==> config.mk <==
export PLATFORM = sky130hd
export DESIGN_NAME = acc_conv_host_flat
export DESIGN_NICKNAME = d
export VERILOG_FILES = /design/src/shared/acc_pkg.sv /design/src/shared/acc_link_if.sv /design/src/design/acc_conv_host.sv /design/src/flat_wrapper.sv
export SDC_FILE = /design/constraint.sdc
export NUM_CORES = 1
export LEC_CHECK = 0
export BUFFER_PORTS_ARGS = -buffer_cell sky130_fd_sc_hd__clkbuf_2
export CORE_MARGIN = 2
export CORE_UTILIZATION = 45
export DETAILED_ROUTE_END_ITERATION = 7
export PLACE_DENSITY = 0.7
export SETUP_SLACK_MARGIN = 0.05
export SYNTH_ARGS = -nofsm -noshare
export SYNTH_HDL_FRONTEND = slang
export SYNTH_SLANG_ARGS = --single-unit
export TNS_END_PERCENT = 10
==> constraint.sdc <==
create_clock -name core_clk_i -period 6.7 [get_ports core_clk_i]
set_clock_uncertainty 0.05 [all_clocks]
set_input_delay 2.01 -clock core_clk_i [delete_from_list [all_inputs] [get_ports core_clk_i]]
set_output_delay 2.01 -clock core_clk_i [all_outputs]
set_load 0.005 [all_outputs]
==> src/shared/acc_pkg.sv <==
package acc_pkg;

  // ----------------------------------------------------------------
  // timing
  // ----------------------------------------------------------------
  localparam int CLK_PERIOD_NS  = 40;
  localparam int T_CONV_CH_NS   = 480;  // one channel's conversion
  localparam int T_ACQ_NS       = 320;  // self-timed acquisition
  localparam int T_START_LOW_NS = 80;   // host start strobe width
  localparam int CONV_CH_CYC    = (T_CONV_CH_NS + CLK_PERIOD_NS - 1) / CLK_PERIOD_NS;
  localparam int ACQ_CYC        = (T_ACQ_NS + CLK_PERIOD_NS - 1) / CLK_PERIOD_NS;
  localparam int START_LOW_CYC  = (T_START_LOW_NS + CLK_PERIOD_NS - 1) / CLK_PERIOD_NS;
  localparam int CNT_W          = 8;

  // ----------------------------------------------------------------
  // data
  // ----------------------------------------------------------------
  localparam int DATA_W         = 16;
  localparam int SER_BITS       = 2 * DATA_W;
  localparam int SER_CNT_W      = 6;

  // ----------------------------------------------------------------
  // controller register map (word offsets of the plain port)
  // ----------------------------------------------------------------
  localparam int ADDR_W         = 4;
  localparam logic [3:0] REG_CTRL     = 4'h0;
  localparam logic [3:0] REG_CMD      = 4'h1;
  localparam logic [3:0] REG_STATUS   = 4'h2;
  localparam logic [3:0] REG_RESULT_A = 4'h3;
  localparam logic [3:0] REG_RESULT_B = 4'h4;

  // ctrl fields
  localparam int CTRL_IMPULSE   = 0;
  localparam int CTRL_SERIAL    = 1;
  localparam int CTRL_PAIR      = 2;
  localparam int CTRL_PDOWN     = 3;
  localparam int CTRL_RESET     = 4;
  localparam int CTRL_FREE_RUN  = 5;
  localparam int CTRL_A_FIRST   = 6;
  localparam int CTRL_W         = 7;
  localparam logic [6:0] CTRL_RESET_VAL = 7'h00;

  // cmd fields
  localparam int CMD_START      = 0;
  localparam int CMD_READ       = 1;

  // status fields
  localparam int STAT_BUSY      = 0;
  localparam int STAT_VALID     = 1;
  localparam int STAT_READING   = 2;
  localparam int STAT_STARTING  = 3;

endpackage

==> src/shared/acc_link_if.sv <==
`timescale 1ns/1ps
interface acc_link_if;
  // host to converter
  logic                          convert_start_n;
  logic                          pair_select;
  logic                          power_down_in;
  logic                          impulse_mode;
  logic                          conv_reset;
  logic                          cs_n;
  logic                          rd_n;
  logic                          chan_a_select;
  logic                          serial_parallel_select;
  // converter to host
  logic                          busy;
  logic [acc_pkg::DATA_W-1:0]    data_out;
  logic                          data_oe;

  modport dev (
    input  convert_start_n, pair_select, power_down_in, impulse_mode, conv_reset,
    input  cs_n, rd_n, chan_a_select, serial_parallel_select,
    output busy, data_out, data_oe
  );
  modport host (
    output convert_start_n, pair_select, power_down_in, impulse_mode, conv_reset,
    output cs_n, rd_n, chan_a_select, serial_parallel_select,
    input  busy, data_out, data_oe
  );
endinterface

==> src/design/acc_conv_host.sv <==
`timescale 1ns/1ps
module acc_conv_host #(
  parameter int START_CYC = acc_pkg::START_LOW_CYC
) (
  // clock and reset
  input  wire logic                            core_clk_i,
  input  wire logic                            reset_i,
  // register port
  input  wire logic [acc_pkg::ADDR_W-1:0]      addr_i,
  input  wire logic [31:0]                     wdata_i,
  input  wire logic                            wr_i,
  input  wire logic                            rd_i,
  output logic      [31:0]                     rdata_o,
  // link
  acc_link_if.host                             link
);

  // ----------------------------------------------------------------
  // registers
  // ----------------------------------------------------------------
  typedef enum logic [1:0] {ACC_H_IDLE, ACC_H_PAR_A, ACC_H_PAR_B, ACC_H_SER} acc_hstate_t;

  acc_hstate_t                       hstate_r;
  logic [acc_pkg::CTRL_W-1:0]        ctrl_r;
  logic [acc_pkg::CNT_W-1:0]         start_cnt_r;
  logic [acc_pkg::SER_CNT_W-1:0]     rd_cnt_r;
  logic [acc_pkg::DATA_W-1:0]        res_a_r;
  logic [acc_pkg::DATA_W-1:0]        res_b_r;
  logic [acc_pkg::SER_BITS-1:0]      ser_r;
  logic                              valid_r;
  logic                              busy_d_r;
  logic [31:0]                       rdata_r;
  logic                              cmd_wr;

  localparam logic [acc_pkg::CNT_W-1:0]     START_LAST = acc_pkg::CNT_W'(START_CYC);
  localparam logic [acc_pkg::SER_CNT_W-1:0] SER_LAST   = acc_pkg::SER_CNT_W'(acc_pkg::SER_BITS);

  assign cmd_wr = wr_i && (addr_i == acc_pkg::REG_CMD);

  // control register
  always_ff @(posedge core_clk_i) begin
    if (reset_i) begin
      ctrl_r <= acc_pkg::CTRL_RESET_VAL;
    end else if (wr_i && addr_i == acc_pkg::REG_CTRL) begin
      ctrl_r <= wdata_i[acc_pkg::CTRL_W-1:0];
    end
  end

  // start strobe; free-run together with impulse mode keeps it low after the first edge
  always_ff @(posedge core_clk_i) begin
    if (reset_i) begin
      start_cnt_r <= '0;
    end else if (cmd_wr && wdata_i[acc_pkg::CMD_START]) begin
      start_cnt_r <= START_LAST;
    end else if (start_cnt_r != '0) begin
      start_cnt_r <= start_cnt_r - 1'b1;
    end
  end

  // ----------------------------------------------------------------
  // read sequencer
  // ----------------------------------------------------------------
  // reads are started after busy falls, or at once on a read command, which can land in a conversion
  always_ff @(posedge core_clk_i) begin
    if (reset_i) begin
      hstate_r <= ACC_H_IDLE;
      rd_cnt_r <= '0;
      res_a_r  <= '0;
      res_b_r  <= '0;
      ser_r    <= '0;
      valid_r  <= 1'b0;
      busy_d_r <= 1'b0;
    end else begin
      busy_d_r <= link.busy;
      unique case (hstate_r)
        ACC_H_IDLE: begin
          rd_cnt_r <= '0;
          if ((busy_d_r && !link.busy) || (cmd_wr && wdata_i[acc_pkg::CMD_READ])) begin
            hstate_r <= ctrl_r[acc_pkg::CTRL_SERIAL] ? ACC_H_SER : ACC_H_PAR_A;
          end
        end
        ACC_H_PAR_A: begin
          rd_cnt_r <= rd_cnt_r + 1'b1;
          if (rd_cnt_r == 6'd1) begin
            res_a_r  <= link.data_out;
            rd_cnt_r <= '0;
            hstate_r <= ACC_H_PAR_B;
          end
        end
        ACC_H_PAR_B: begin
          rd_cnt_r <= rd_cnt_r + 1'b1;
          if (rd_cnt_r == 6'd1) begin
            res_b_r  <= link.data_out;
            valid_r  <= 1'b1;
            hstate_r <= ACC_H_IDLE;
          end
        end
        ACC_H_SER: begin
          rd_cnt_r <= rd_cnt_r + 1'b1;
          if (rd_cnt_r != '0) begin
            ser_r <= {ser_r[acc_pkg::SER_BITS-2:0], link.data_out[0]};
          end
          if (rd_cnt_r == SER_LAST) begin
            valid_r  <= 1'b1;
            hstate_r <= ACC_H_IDLE;
          end
        end
      endcase
      if (hstate_r == ACC_H_SER && rd_cnt_r == SER_LAST) begin
        res_a_r <= ctrl_r[acc_pkg::CTRL_A_FIRST] ? {ser_r[acc_pkg::SER_BITS-2:acc_pkg::DATA_W-1]}
                                                 : {ser_r[acc_pkg::DATA_W-2:0], link.data_out[0]};
        res_b_r <= ctrl_r[acc_pkg::CTRL_A_FIRST] ? {ser_r[acc_pkg::DATA_W-2:0], link.data_out[0]}
                                                 : {ser_r[acc_pkg::SER_BITS-2:acc_pkg::DATA_W-1]};
      end
    end
  end

  // register read data, one cycle after the strobe
  always_ff @(posedge core_clk_i) begin
    if (reset_i) begin
      rdata_r <= '0;
    end else if (rd_i) begin
      unique case (addr_i)
        acc_pkg::REG_CTRL:     rdata_r <= {25'h0, ctrl_r};
        acc_pkg::REG_STATUS:   rdata_r <= {28'h0, (start_cnt_r != '0), (hstate_r != ACC_H_IDLE), valid_r, link.busy};
        acc_pkg::REG_RESULT_A: rdata_r <= {16'h0, res_a_r};
        acc_pkg::REG_RESULT_B: rdata_r <= {16'h0, res_b_r};
        default:               rdata_r <= '0;
      endcase
    end else begin
      rdata_r <= '0;
    end
  end

  // ----------------------------------------------------------------
  // link drive
  // ----------------------------------------------------------------
  assign rdata_o                     = rdata_r;
  assign link.convert_start_n        = ~((start_cnt_r != '0) ||
                                         (ctrl_r[acc_pkg::CTRL_FREE_RUN] && ctrl_r[acc_pkg::CTRL_IMPULSE]));
  assign link.pair_select            = ctrl_r[acc_pkg::CTRL_PAIR];
  assign link.power_down_in          = ctrl_r[acc_pkg::CTRL_PDOWN];
  assign link.impulse_mode           = ctrl_r[acc_pkg::CTRL_IMPULSE];
  assign link.conv_reset             = ctrl_r[acc_pkg::CTRL_RESET];
  assign link.serial_parallel_select = ctrl_r[acc_pkg::CTRL_SERIAL];
  // strobes only during a read: the bus is never parked driven
  assign link.cs_n                   = (hstate_r == ACC_H_IDLE);
  assign link.rd_n                   = (hstate_r == ACC_H_IDLE);
  // serial order must stand before reads: the device loads its word at end of B
  assign link.chan_a_select          = ctrl_r[acc_pkg::CTRL_SERIAL] ? ctrl_r[acc_pkg::CTRL_A_FIRST]
                                                                    : (hstate_r != ACC_H_PAR_B);

endmodule

==> src/flat_wrapper.sv <==
// flat-port wrapper written by rule: the top's interface ports become plain ports
module acc_conv_host_flat 
#(
  parameter int START_CYC = acc_pkg::START_LOW_CYC
)
  (core_clk_i, reset_i, addr_i, wdata_i, wr_i, rd_i, rdata_o, link_convert_start_n, link_pair_select, link_power_down_in, link_impulse_mode, link_conv_reset, link_cs_n, link_rd_n, link_chan_a_select, link_serial_parallel_select, link_busy, link_data_out, link_data_oe);
  acc_link_if link_i ();
  input  wire logic core_clk_i;
  input  wire logic reset_i;
  input  wire logic [acc_pkg::ADDR_W-1:0] addr_i;
  input  wire logic [31:0] wdata_i;
  input  wire logic wr_i;
  input  wire logic rd_i;
  output logic      [31:0] rdata_o;
  output wire logic [$bits(link_i.convert_start_n)-1:0] link_convert_start_n;
  output wire logic [$bits(link_i.pair_select)-1:0] link_pair_select;
  output wire logic [$bits(link_i.power_down_in)-1:0] link_power_down_in;
  output wire logic [$bits(link_i.impulse_mode)-1:0] link_impulse_mode;
  output wire logic [$bits(link_i.conv_reset)-1:0] link_conv_reset;
  output wire logic [$bits(link_i.cs_n)-1:0] link_cs_n;
  output wire logic [$bits(link_i.rd_n)-1:0] link_rd_n;
  output wire logic [$bits(link_i.chan_a_select)-1:0] link_chan_a_select;
  output wire logic [$bits(link_i.serial_parallel_select)-1:0] link_serial_parallel_select;
  input wire logic [$bits(link_i.busy)-1:0] link_busy;
  input wire logic [$bits(link_i.data_out)-1:0] link_data_out;
  input wire logic [$bits(link_i.data_oe)-1:0] link_data_oe;
  assign link_convert_start_n = link_i.convert_start_n;
  assign link_pair_select = link_i.pair_select;
  assign link_power_down_in = link_i.power_down_in;
  assign link_impulse_mode = link_i.impulse_mode;
  assign link_conv_reset = link_i.conv_reset;
  assign link_cs_n = link_i.cs_n;
  assign link_rd_n = link_i.rd_n;
  assign link_chan_a_select = link_i.chan_a_select;
  assign link_serial_parallel_select = link_i.serial_parallel_select;
  assign link_i.busy = link_busy;
  assign link_i.data_out = link_data_out;
  assign link_i.data_oe = link_data_oe;
  acc_conv_host #(.START_CYC(START_CYC)) u_core (.core_clk_i(core_clk_i), .reset_i(reset_i), .addr_i(addr_i), .wdata_i(wdata_i), .wr_i(wr_i), .rd_i(rd_i), .rdata_o(rdata_o), .link(link_i));
endmodule
# Word-level counts from Yosys, hierarchy flattened

Index checks and enable logic that the tools add are counted.

Add/sub/neg operators: 2
Mux-type cells: 22
Reductions and logical operators: 28
Bitwise logic cells: 2
Equal/unequal tests: 14

Operators by type and width:

| cell                                                   | number |
|---|---|
| two-way mux 16 bit                                     | 7 |
| one-hot mux 16 bit (4 select lines)                    | 1 |
| one-hot mux 6 bit (3 select lines)                     | 1 |
| two-way mux 2 bit                                      | 7 |
| nonzero test 2 bit                                     | 6 |
| equality test 4 x 2 -> 1 bit (second input constant)   | 2 |
| inequality test 2 x 1 -> 1 bit (second input constant) | 4 |
| one-hot mux 2 bit (4 select lines)                     | 1 |
| nonzero test 8 bit                                     | 1 |
| subtractor 8 x 1 -> 8 bit (second input constant)      | 1 |
| logical AND 1 bit                                      | 7 |
| adder 6 x 1 -> 6 bit (second input constant)           | 1 |
| equality test 6 x 1 -> 1 bit (second input constant)   | 1 |
| equality test 6 bit (second input constant)            | 1 |
| two-way mux 6 bit                                      | 1 |
| AND reduction 2 bit                                    | 3 |
| nonzero test 6 bit                                     | 1 |
| OR reduction 2 bit                                     | 3 |
| equality test 2 bit (second input constant)            | 2 |
| equality test 4 x 1 -> 1 bit (second input constant)   | 1 |
| equality test 4 x 3 -> 1 bit (second input constant)   | 1 |
| zero test 4 bit                                        | 1 |
| AND reduction 4 bit                                    | 1 |
| two-way mux 1 bit                                      | 3 |
| 8 further kinds                                        | 10 |

Bits in registers: 120
Input port bits: 58

# Depth between registers and ports, before layout

Gate-level depths: netlist of run 1.

Depth after elaboration: 6
Mapped depth: 9

# Worst setup path before layout of run 1

OpenSTA, ideal clock, no wires.

Path type: input-to-reg
Start: in addr_i[0] (netlist bit)
End: reg u_core.rdata_r[6], in the netlist u_core.rdata_o[6]
Arrival time: 3419 ps
Path buffers: 2
Slack: 3165 ps
Stages on the path: 5
Setup time: 66 ps
Data required time: 6584 ps
Cells stage by stage: clkbuf_1 nor4b_1 clkbuf_1 a222oi_1 nor2_1

Word-level cells in the longest chain between the ends: 2

RTL lines:

| element                                              | line                 | text |
|---|---|---|
| start: declaration                                   | flat_wrapper.sv:10   | `input wire logic [acc_pkg::ADDR_W-1:0] addr_i;` |
| equality test 4 x 3 -> 1 bit (tied with other cells) | acc_conv_host.sv:123 | `unique case (addr_i)` |
| one-hot mux 16 bit (4 select lines) (*)              | acc_conv_host.sv:123 |  |
| end signal: assignment                               | acc_conv_host.sv:124 | `acc_pkg::REG_CTRL: rdata_r <= {25'h0, ctrl_r};` |
| end signal: assignment                               | acc_conv_host.sv:125 | `acc_pkg::REG_STATUS: rdata_r <= {28'h0, (start_cnt_r != '0), (hstate_r != ACC_H_IDLE), valid_r, link.busy};` |
| end signal: assignment                               | acc_conv_host.sv:126 | `acc_pkg::REG_RESULT_A: rdata_r <= {16'h0, res_a_r};` |
| end: declaration                                     | acc_conv_host.sv:32  | `logic [31:0] rdata_r;` |

Every way passes the cells marked *; elsewhere a longest branch is shown, timed or not.
A chain may end at the register's enable or synchronous reset.

# Worst setup path in the final report of run 1

Start: reg u_core.hstate_r[1]
End: out link_chan_a_select

Word-level cells in the longest chain between the ends: 2

RTL lines:

| element                  | line                 | text |
|---|---|---|
| start: declaration       | acc_conv_host.sv:23  | `acc_hstate_t hstate_r;` |
| start signal: assignment | acc_conv_host.sv:79  | `hstate_r <= ctrl_r[acc_pkg::CTRL_SERIAL] ? ACC_H_SER : ACC_H_PAR_A;` |
| inequality test 2 bit    | acc_conv_host.sv:151 | `: (hstate_r != ACC_H_PAR_B);` |
| two-way mux 1 bit        | acc_conv_host.sv:150 | `assign link.chan_a_select = ctrl_r[acc_pkg::CTRL_SERIAL] ? ctrl_r[acc_pkg::CTRL_A_FIRST]` |
| end: declaration         | flat_wrapper.sv:22   | `output wire logic [$bits(link_i.chan_a_select)-1:0] link_chan_a_select;` |

No other way between the ends.

==> reports/results.ini, run 1 <==
[placement]
portBuffers = 56
gp_congestion = 0.810
dp_slack_ns = 2.84
dp_hpwl_mm = 7.34
place_area_um2 = 5020

[synth]
synthCells = 528
synth-async-reset-ratio_pct = 0
syn_avg_cell_area_um2 = 8.98
yosysSeqAreaShare_pct = 43.9
ys_seq_elements = 104
yosys-top-cells-area = dfxtp_1 44%, mux2_2 7.4%, nand2_1 6.5%
synth_cell_types = 48
synth_top_area_share_pct = 43.9
syn_area_um2 = 4740
synth-edff-count = 0
synthFlopType = dfxtp_1
yosysWarnings = 0
synth_top_cell_by_area = dfxtp_1

[cts]
post_cts_resized = 0
cts_max_level = 3
clk_pin_slew_worst_paths_ns = 0.10
clock_latency_ns = 0.36
numCtsBuffers = 9
post_cts_buffers = 0
clock-root-buffer = clkbuf_8
clock_path_buffers = 2
cts_sinks = 104
tritoncts = built
cts_hold_buffers = 0

[worst_setup_path]
required_ns = 4.64
end_kind = primary output
path_max_fanout = 23
cp.arrival_ns = 2.13
startpoint_type = flip-flop
r2r_start = u_core.hstate_r[1]$_SDFFE_PP0P_
reg2regPathDepth = 5
criticalPathCategory = flip-flop to primary output
r2r-end = u_core.res_a_r[3]$_SDFFE_PP0P_
reg2reg_setup_slack_ns = 3.22

[layout]
drive_gt1_share_pct = 22.4
layout_commonest_cell = dfxtp_1
syn_to_final_growth_pct = 10.0
num_antenna_cells = 0
layout_common_cells = 104 x dfxtp_1, 82 x nand2_1, 56 x clkbuf_2
stdcell_area_um2 = 5210
finish.utilization_pct = 50.7
layout.nets = 626
register_area_um2 = 2080
nFillCells = 999
multiInputGateArea_um2 = 2340

[hold_path]
min_from = u_core.valid_r$_SDFFE_PP0P_
hold_path_class = flip-flop to flip-flop
hold_end = u_core.valid_r$_SDFFE_PP0P_
hold_path_depth = 2

[grt]
grt_pass1_wl_mm = 18.4
antenna_found_initial = 0
grt_max_degree = 66
grt_usage_pct = 20.1
overflow = 0
grt_pass1_vias = 3727

[sta]
worst_pin_slew_ns = 1.22
finalHoldViolCount = 0
period_share_pct = 62.6
rsz0062_at_grt = false
timing.final.ws_setup_ns = 2.51
holdWs_ns = 0.408
fmax_ghz = 0.238
tns_ns = 0
relSlewSlack_pct = 18.9
slew_viol_final = 0
fin_crit_ns = 4.19
setup_viol = 0

[power_and_ir_drop]
pwr-share-clk_pct = 29.2
p_leak_nw = 1.86
sw_frac_of_total_pct = 30.0
ir_worst_vdd_mv = 0.113
combPwrFrac_pct = 19.2
p_sw_mw = 0.408
p_per_area_nw_per_um2 = 260
seqPwrFrac_pct = 51.7
intPower_mw = 0.950

[floorplan]
initial_utilization_pct = 46.1
die_w_um = 107
ios = 99
dieArea_um2 = 11400
die_h_um = 107
num_rows = 37
core_area_um2 = 10300

[outcome]
status = complete, no violations

[routing]
vias_per_cell = 5.58
drtAntennaViolNets = 0
drt-pass1-iter-count = 8
wl_per_cell_um = 16.1
num_vias = 3929
drt-total-wl_mm = 11.3
route.detailed.drc = 0
drtIter0Drc = 262

[flow_run]
drv_cap = 0

[metrics by stage]
step / std cells / power [mW]
after global placement: 689 / 0.961
after CTS: 704 / 1.36
after global routing: 704 / 1.42
after detailed placement: 689 / 0.974
after floorplan: 543 / 0.911
final: 704 / 1.36
[kinds of logic (layout without fill, tap and decap cells)]
kind of cell               after synthesis  after routing  share of synthesized area (%)
buffers and inverters                   78            103                           8.32
xor gates and xnor gates                11             11                           2.03
muxes                                   47             47                           10.7
and+or+nand+nor                        163            163                           15.5
AOI/OAI and AO/OA                      120            120                           18.4
adders and majority gates                4              4                           1.06
DFF                                    104            104                           43.9
other                                    1             16                         0.0791
[worst max-delay path by stage]
stage	startpoint	end	slack, ns	cells after the start
final	u_core.hstate_r[1]$_SDFFE_PP0P_	link_chan_a_select	2.51	4
after global placement	reset_i	u_core.rdata_o[15]$_SDFF_PP0_	2.87	5
after floorplan	addr_i[0]	u_core.rdata_o[6]$_SDFF_PP0_	3.17	5
after CTS	u_core.hstate_r[1]$_SDFFE_PP0P_	link_chan_a_select	2.54	4
after detailed placement	reset_i	u_core.rdata_o[15]$_SDFF_PP0_	2.84	5
after global routing	u_core.hstate_r[1]$_SDFFE_PP0P_	link_chan_a_select	2.37	4
[synthesized netlist by cell type, types with 2 or more instances]
cell / number
o21ai_0: 2
o2bb2ai_1: 14
nor3_1: 7
mux2_2: 31
a21oi_1: 47
nor4b_1: 3
a22oi_1: 10
nand3_1: 17
or2_2: 3
nor2b_1: 2
mux2i_1: 16
a222oi_1: 7
clkbuf_1: 27
buf_6: 2
nor2_1: 33
nand2_1: 82
xnor2_1: 5
or3_1: 2
ha_1: 4
xor2_1: 6
and2_1: 2
inv_1: 25
dfxtp_1: 104
nor3b_1: 3
a311oi_1: 2
buf_4: 17
a221oi_1: 7
o22ai_1: 16
buf_2: 5
a221oi_2: 9
[power by group through the flow]
stage | clock network (mW) | logic (mW) | registers, mW
3_5_place_dp | 0 | 0.260 | 0.714
5_1_grt | 0.425 | 0.290 | 0.708
4_1_cts | 0.402 | 0.262 | 0.700
2_1_floorplan | 0 | 0.217 | 0.694
6_report | 0.396 | 0.261 | 0.701
3_3_place_gp | 0 | 0.249 | 0.712
[metal layers]
| metal | global-route usage [%] | vias to the layer above | routed length, um |
|---|---|---|---|
| met5 | 0 | - | 0 |
| met4 | 6.86 | 0 | 123 |
| met3 | 3.77 | 12 | 633 |
| met2 | 33.7 | 111 | 5590 |
| met1 | 26.1 | 1903 | 4970 |
| li1 | - | 1903 | - |
[critical path: stages (launching register included)]
cell and delay [ns]:
dfxtp_1 1.14, inv_1 0.19, nor3_1 0.24, a21oi_1 0.08, clkbuf_2 0.12
[state kept, by name, summed over array words and instances (netlist names)]
name and flops:
u_core.start_cnt_r 8, u_core.ser_r 31, u_core.hstate_r 2, u_core.rd_cnt_r 6, u_core.res_a_r 16, u_core.ctrl_r 7, u_core.rdata_o 16, u_core.busy_d_r 1
u_core.valid_r 1, u_core.res_b_r 16
[layout make-up]
cell class | count | share of cell area (%)
clock inverter | 5 | 1.08
clock buffer | 10 | 2.64
timing repair buffer | 63 | 6.38
sequential | 104 | 39.9
tap | 136 | 3.26
multi-input combinational | 361 | 44.9
inverter | 25 | 1.80
(Power assumes the default switching activity.)
==> run 2: changes to the inputs <==
ABC_AREA = 1   (was unset)
PLACE_DENSITY = 0.72   (was 0.7)
clock period = 3.6 ns   (was 6.7 ns; I/O delays follow)
==> run 2 against run 1 <==
  * Core utilization is 0.71 points lower
  * Setup slack got worse by 1.8 ns
  * Largest cell class unchanged
  * Critical path depth increased by 3
  * Sequential power grew 91%
==> reports/results.ini, run 2 <==
[synth]
syn_avg_cell_area_um2 = 6.79
yosysWarnings = 0
syn_area_um2 = 4880
yosysSeqAreaShare_pct = 42.6
synthCells = 719
synth.most_common_cell = nor2_1
yosys-top-cells-area = dfxtp_1 43%, nor2_1 13%, nand2_1 12%
synth_cell_types = 28
synth_top_cell_by_area = dfxtp_1
ys_seq_elements = 104
synth-async-reset-ratio_pct = 0
synthFlopType = dfxtp_1
ys_top_cells_by_count = 165 x nor2_1, 161 x nand2_1, 104 x dfxtp_1
synth_top_area_share_pct = 42.6
synth-edff-count = 0

[routing]
wl_per_cell_um = 12.8
route.detailed.drc = 0
drt-pass1-iter-count = 5
drt-total-wl_mm = 11.5
vias_per_cell = 5.07
drtAntennaViolNets = 0
num_vias = 4552
drtIter0Drc = 475

[cts]
numCtsBuffers = 9
post_cts_resized = 0
post_cts_buffers = 0
clock-root-buffer = clkbuf_8
cts_sinks = 104
clock_path_buffers = 2
clk_pin_slew_worst_paths_ns = 0.09
clock_latency_ns = 0.37
cts_max_level = 3
tritoncts = built
cts_hold_buffers = 0

[power_and_ir_drop]
p_per_area_nw_per_um2 = 518
p_leak_nw = 2.24
ir_worst_vdd_mv = 0.307

[grt]
grt_usage_pct = 20.5
overflow = 0
grt_pass1_wl_mm = 19.1
antenna_found_initial = 0
grt_pass1_vias = 4143
grt_max_degree = 65

[layout]
regMostFlops = u_core.ser_r
fin_cells = 897
layout.nets = 816
largest_register_ffs = 31
syn_to_final_growth_pct = 9.61
finish.utilization_pct = 50.0
drive_gt1_share_pct = 11.4
layout_common_cells = 165 x nor2_1, 161 x nand2_1, 104 x dfxtp_1
layout_commonest_cell = nor2_1
stdcell_area_um2 = 5350
num_antenna_cells = 0

[worst_setup_path]
path_max_fanout = 5
startpoint_type = flip-flop
end_kind = primary output
cp.arrival_ns = 1.73
cp_common_cell = inv_1
cp_num_buf_inv = 3
required_ns = 2.47
criticalPathCategory = flip-flop to primary output
slowest_stage = dfxtp_1
crit_family = buffers and inverters
path_cells = inv_1 -> ha_1 -> nand2_1 -> nor2_1 -> inv_1 -> a21oi_1 -> clkbuf_2
cp_slowest_stage_delay_ns = 0.32

[floorplan]
core_area_um2 = 10700
die_w_um = 108
num_rows = 38
die_h_um = 108
initial_utilization_pct = 45.6
ios = 99
dieArea_um2 = 11700

[sta]
slew_viol_final = 0
tns_ns = 0
worst_pin_slew_ns = 0.949
fin_crit_ns = 2.86
finalHoldViolCount = 0
fmax_ghz = 0.349
rsz0062_at_grt = false
relSlewSlack_pct = 36.3
timing.final.ws_setup_ns = 0.735
period_share_pct = 79.6
setup_viol = 0

[hold_path]
hold_path_class = flip-flop to flip-flop

[placement]
dp_cells = 883
portBuffers = 56
dp_slack_ns = 0.933
gp_congestion = 0.856
dp_hpwl_mm = 7.93
place_area_um2 = 5130

[flow_run]
drv_cap = 0

[outcome]
status = complete, no violations

==> run 2: cell types whose count changed after synthesis, sizes merged, moves of 21 or more <==
cell,previous run,this run
nand4,1,22
nor2,33,167
nand2,82,164
mux2,31,0
o21ai,2,78
==> run 2: path summary, 6_finish.rpt <==
check / slack, ns / from / cells after the start / end
hold / removal: 0.42 / u_core.res_b_r[13]$_SDFFE_PP0P_ / 2 / u_core.rdata_o[13]$_SDFF_PP0_
setup reg to reg: 1.24 / u_core.ctrl_r[6]$_SDFFE_PP0P_ / 6 / u_core.res_b_r[0]$_SDFFE_PP0P_
hold reg to reg: 0.42 / u_core.res_b_r[13]$_SDFFE_PP0P_ / 2 / u_core.rdata_o[13]$_SDFF_PP0_
setup / recovery: 0.74 / u_core.start_cnt_r[0]$_SDFFE_PP0P_ / 7 / link_convert_start_n
==> run 2: area by class of cell <==
type,count,area (um2)
multi-input cells,534,2370
fillers,1065,5350
flip-flops and latches,104,2080
well taps,140,175
clock inverters,4,95.1
repair buffers,65,348
clock buffers,10,128
inverters,40,150
==> run 2: kinds of logic after synthesis <==
| group | share of synthesized area (%) |
|---|---|
| AO/OA/AOI/OAI | 12.7 |
| XOR/XNOR | 1.26 |
| adder cells (fa/ha/maj) | 1.03 |
| buffers and inverters | 9.89 |
| flip-flops | 42.6 |
| other | 0.0768 |
| AND/OR/NAND/NOR | 32.4 |
==> run 2: worst min-delay path, cell delays in order (launching register included) <==
cell	delay [ns]
dfxtp_1	0.32
nand2_1	0.06
a21oi_1	0.05
==> run 2: power by group <==
group	switching [mW]	internal [mW]	total (mW)	leakage, nW
sequential	0.0804	1.26	1.34	0.841
clock	0.381	0.454	0.834	0.112
combinational	0.372	0.222	0.594	1.29
total	0.833	1.94	2.77	2.24
==> run 2: per-stage QoR <==
step,hold WS (ns),power (mW)
2_1_floorplan,0.387,1.82
3_3_place_gp,0.397,1.93
3_5_place_dp,0.402,1.96
4_1_cts,0.418,2.78
5_1_grt,0.438,2.93
6_report,0.416,2.77
==> run 2: per-layer routing <==
layer	part of all wire [%]	vias up	track usage [%]
met2	47	132	33.6
met3	4.7	15	3.38
li1	-	2336	-
met4	1.9	0	8.88
met5	0	-	0
met1	46	2069	26.6
==> run 3: changes to the inputs <==
clock period = 2.3 ns   (was 3.6 ns; I/O delays follow)
==> run 3 against run 2 <==
  * Count of clock-buffer cells in the layout unchanged
  * Setup slack worse by 0.62 ns
  * Sequential cell count unchanged
  * Critical endpoint unchanged
==> reports/results.ini, run 3 (same netlist as run 2, synthesis figures left out) <==
[grt]
grt_pass1_vias = 4126
antenna_found_initial = 0
overflow = 0
grt_usage_pct = 20.3
grt_max_degree = 65
grt_pass1_wl_mm = 19.0

[sta]
worst_pin_slew_ns = 0.746
slew_viol_final = 0
rsz0062_at_grt = false
fmax_ghz = 0.458
fin_crit_ns = 2.18
finalHoldViolCount = 0
timing.final.ws_setup_ns = 0.115
tns_ns = 0
period_share_pct = 95.0
relSlewSlack_pct = 49.9
setup_viol = 0

[worst_setup_path]
path_max_fanout = 4
criticalPathCategory = flip-flop to primary output
required_ns = 1.56
end_kind = primary output
cp.arrival_ns = 1.44
r2r-end = u_core.res_a_r[12]$_SDFFE_PP0P_
startpoint_type = flip-flop
reg2reg_setup_slack_ns = 0.44
r2r_start = u_core.rd_cnt_r[0]$_SDFF_PP0_
reg2regPathDepth = 10

[power_and_ir_drop]
ir_worst_vdd_mv = 0.456
p_per_area_nw_per_um2 = 797
p_sw_mw = 1.41
p_leak_nw = 2.28
intPower_mw = 2.92
combPwrFrac_pct = 24.0
sw_frac_of_total_pct = 32.6
pwr-share-clk_pct = 27.3
seqPwrFrac_pct = 48.7

[floorplan]
num_rows = 38
core_area_um2 = 10700
initial_utilization_pct = 45.6
die_h_um = 108
die_w_um = 108
ios = 99
dieArea_um2 = 11700

[cts]
clock-root-buffer = clkbuf_8
clock_latency_ns = 0.38
tritoncts = built
cts_max_level = 3
clock_path_buffers = 2
clk_pin_slew_worst_paths_ns = 0.10
numCtsBuffers = 9
cts_sinks = 104

[routing]
vias_per_cell = 5.11
route.detailed.drc = 0
drt-pass1-iter-count = 5
drtAntennaViolNets = 0
drt-total-wl_mm = 11.6
num_vias = 4638
wl_per_cell_um = 12.8
drtIter0Drc = 459

[layout]
nFillCells = 1048
largest_register_ffs = 31
layout_common_cells = 163 x nor2_1, 160 x nand2_1, 103 x dfxtp_1
layout_commonest_cell = nor2_1
drive_gt1_share_pct = 13.7
num_antenna_cells = 0
syn_to_final_growth_pct = 11.3
layout.nets = 824
regMostFlops = u_core.ser_r

[placement]
dp_hpwl_mm = 7.94
gp_congestion = 0.877
portBuffers = 56
dp_slack_ns = 0.221

[outcome]
status = complete, no violations

[hold_path]
hold_path_class = flip-flop to flip-flop
hold_end = u_core.rdata_o[8]$_SDFF_PP0_
min_from = u_core.res_a_r[8]$_SDFFE_PP0P_
hold_path_depth = 2

[flow_run]
drv_cap = 0

-- run 3: layout make-up --
cell class	instances	area [um2]	share of cell area (%)
clock buffers	10	138	2.53
clock inverters	6	68.8	1.27
inverters	40	150	2.76
multi-input cells	534	2400	44.1
flip-flops and latches	104	2080	38.3
well taps	140	175	3.22
repair buffers	73	420	7.74
-- run 3: layer usage --
| metal | track usage, % | part of all wire [%] |
|---|---|---|
| met5 | 0 | 0 |
| met4 | 8.24 | 2.6 |
| met3 | 3.44 | 4.6 |
| met2 | 32.3 | 46 |
| met1 | 27.3 | 47 |
-- run 3: power by group through the flow --
stage | logic [mW] | registers (mW) | clock network (mW)
CTS | 0.986 | 2.10 | 1.19
global placement | 0.898 | 2.13 | 0
finish | 1.04 | 2.11 | 1.18
global route | 1.18 | 2.13 | 1.26
floorplan | 0.747 | 2.11 | 0
detailed placement | 0.940 | 2.14 | 0
-- run 3: how the worst max path moves through the flow --
stage | cells after the start | endpoint | slack, ns | start
2_1_floorplan | 6 | link_convert_start_n | 0.47 | u_core.start_cnt_r[0]$_SDFFE_PP0P_
3_3_place_gp | 7 | link_convert_start_n | 0.26 | u_core.start_cnt_r[0]$_SDFFE_PP0P_
3_5_place_dp | 7 | link_convert_start_n | 0.22 | u_core.start_cnt_r[0]$_SDFFE_PP0P_
4_1_cts | 7 | link_convert_start_n | 0.05 | u_core.start_cnt_r[0]$_SDFFE_PP0P_
5_1_grt | 7 | link_convert_start_n | 0.05 | u_core.start_cnt_r[0]$_SDFFE_PP0P_
6_report | 7 | link_convert_start_n | 0.12 | u_core.start_cnt_r[0]$_SDFFE_PP0P_
-- run 3: what timing repair did --
action / in CTS / in global routing
gates resized for setup: 4 / 6
setup buffers: 1 / 1
hold buffers: 0 / 0
pin swaps: 1 / 2
endpoints found under the setup margin: 1 / 1
-- run 3: through the flow --
stage | cells | hold WS [ns] | total power, mW | instance area (um2) | util [%]
floorplan | 734 | 0.387 | 2.85 | 4940 | -
global placement | 889 | 0.399 | 3.03 | 5190 | 48.5
detailed placement | 889 | 0.401 | 3.08 | 5190 | 48.5
CTS | 906 | 0.416 | 4.28 | 5420 | 50.6
global route | 907 | 0.426 | 4.57 | 5430 | 50.8
finish | 907 | 0.409 | 4.33 | 5430 | 50.8
-- run 3: critical path, cell delays in order, from the launching register on --
cell and delay [ns]:
dfxtp_2 0.34, inv_2 0.08, ha_4 0.15, nand2_2 0.08
nor2_4 0.13, inv_2 0.06, a21oi_1 0.11, clkbuf_2 0.12
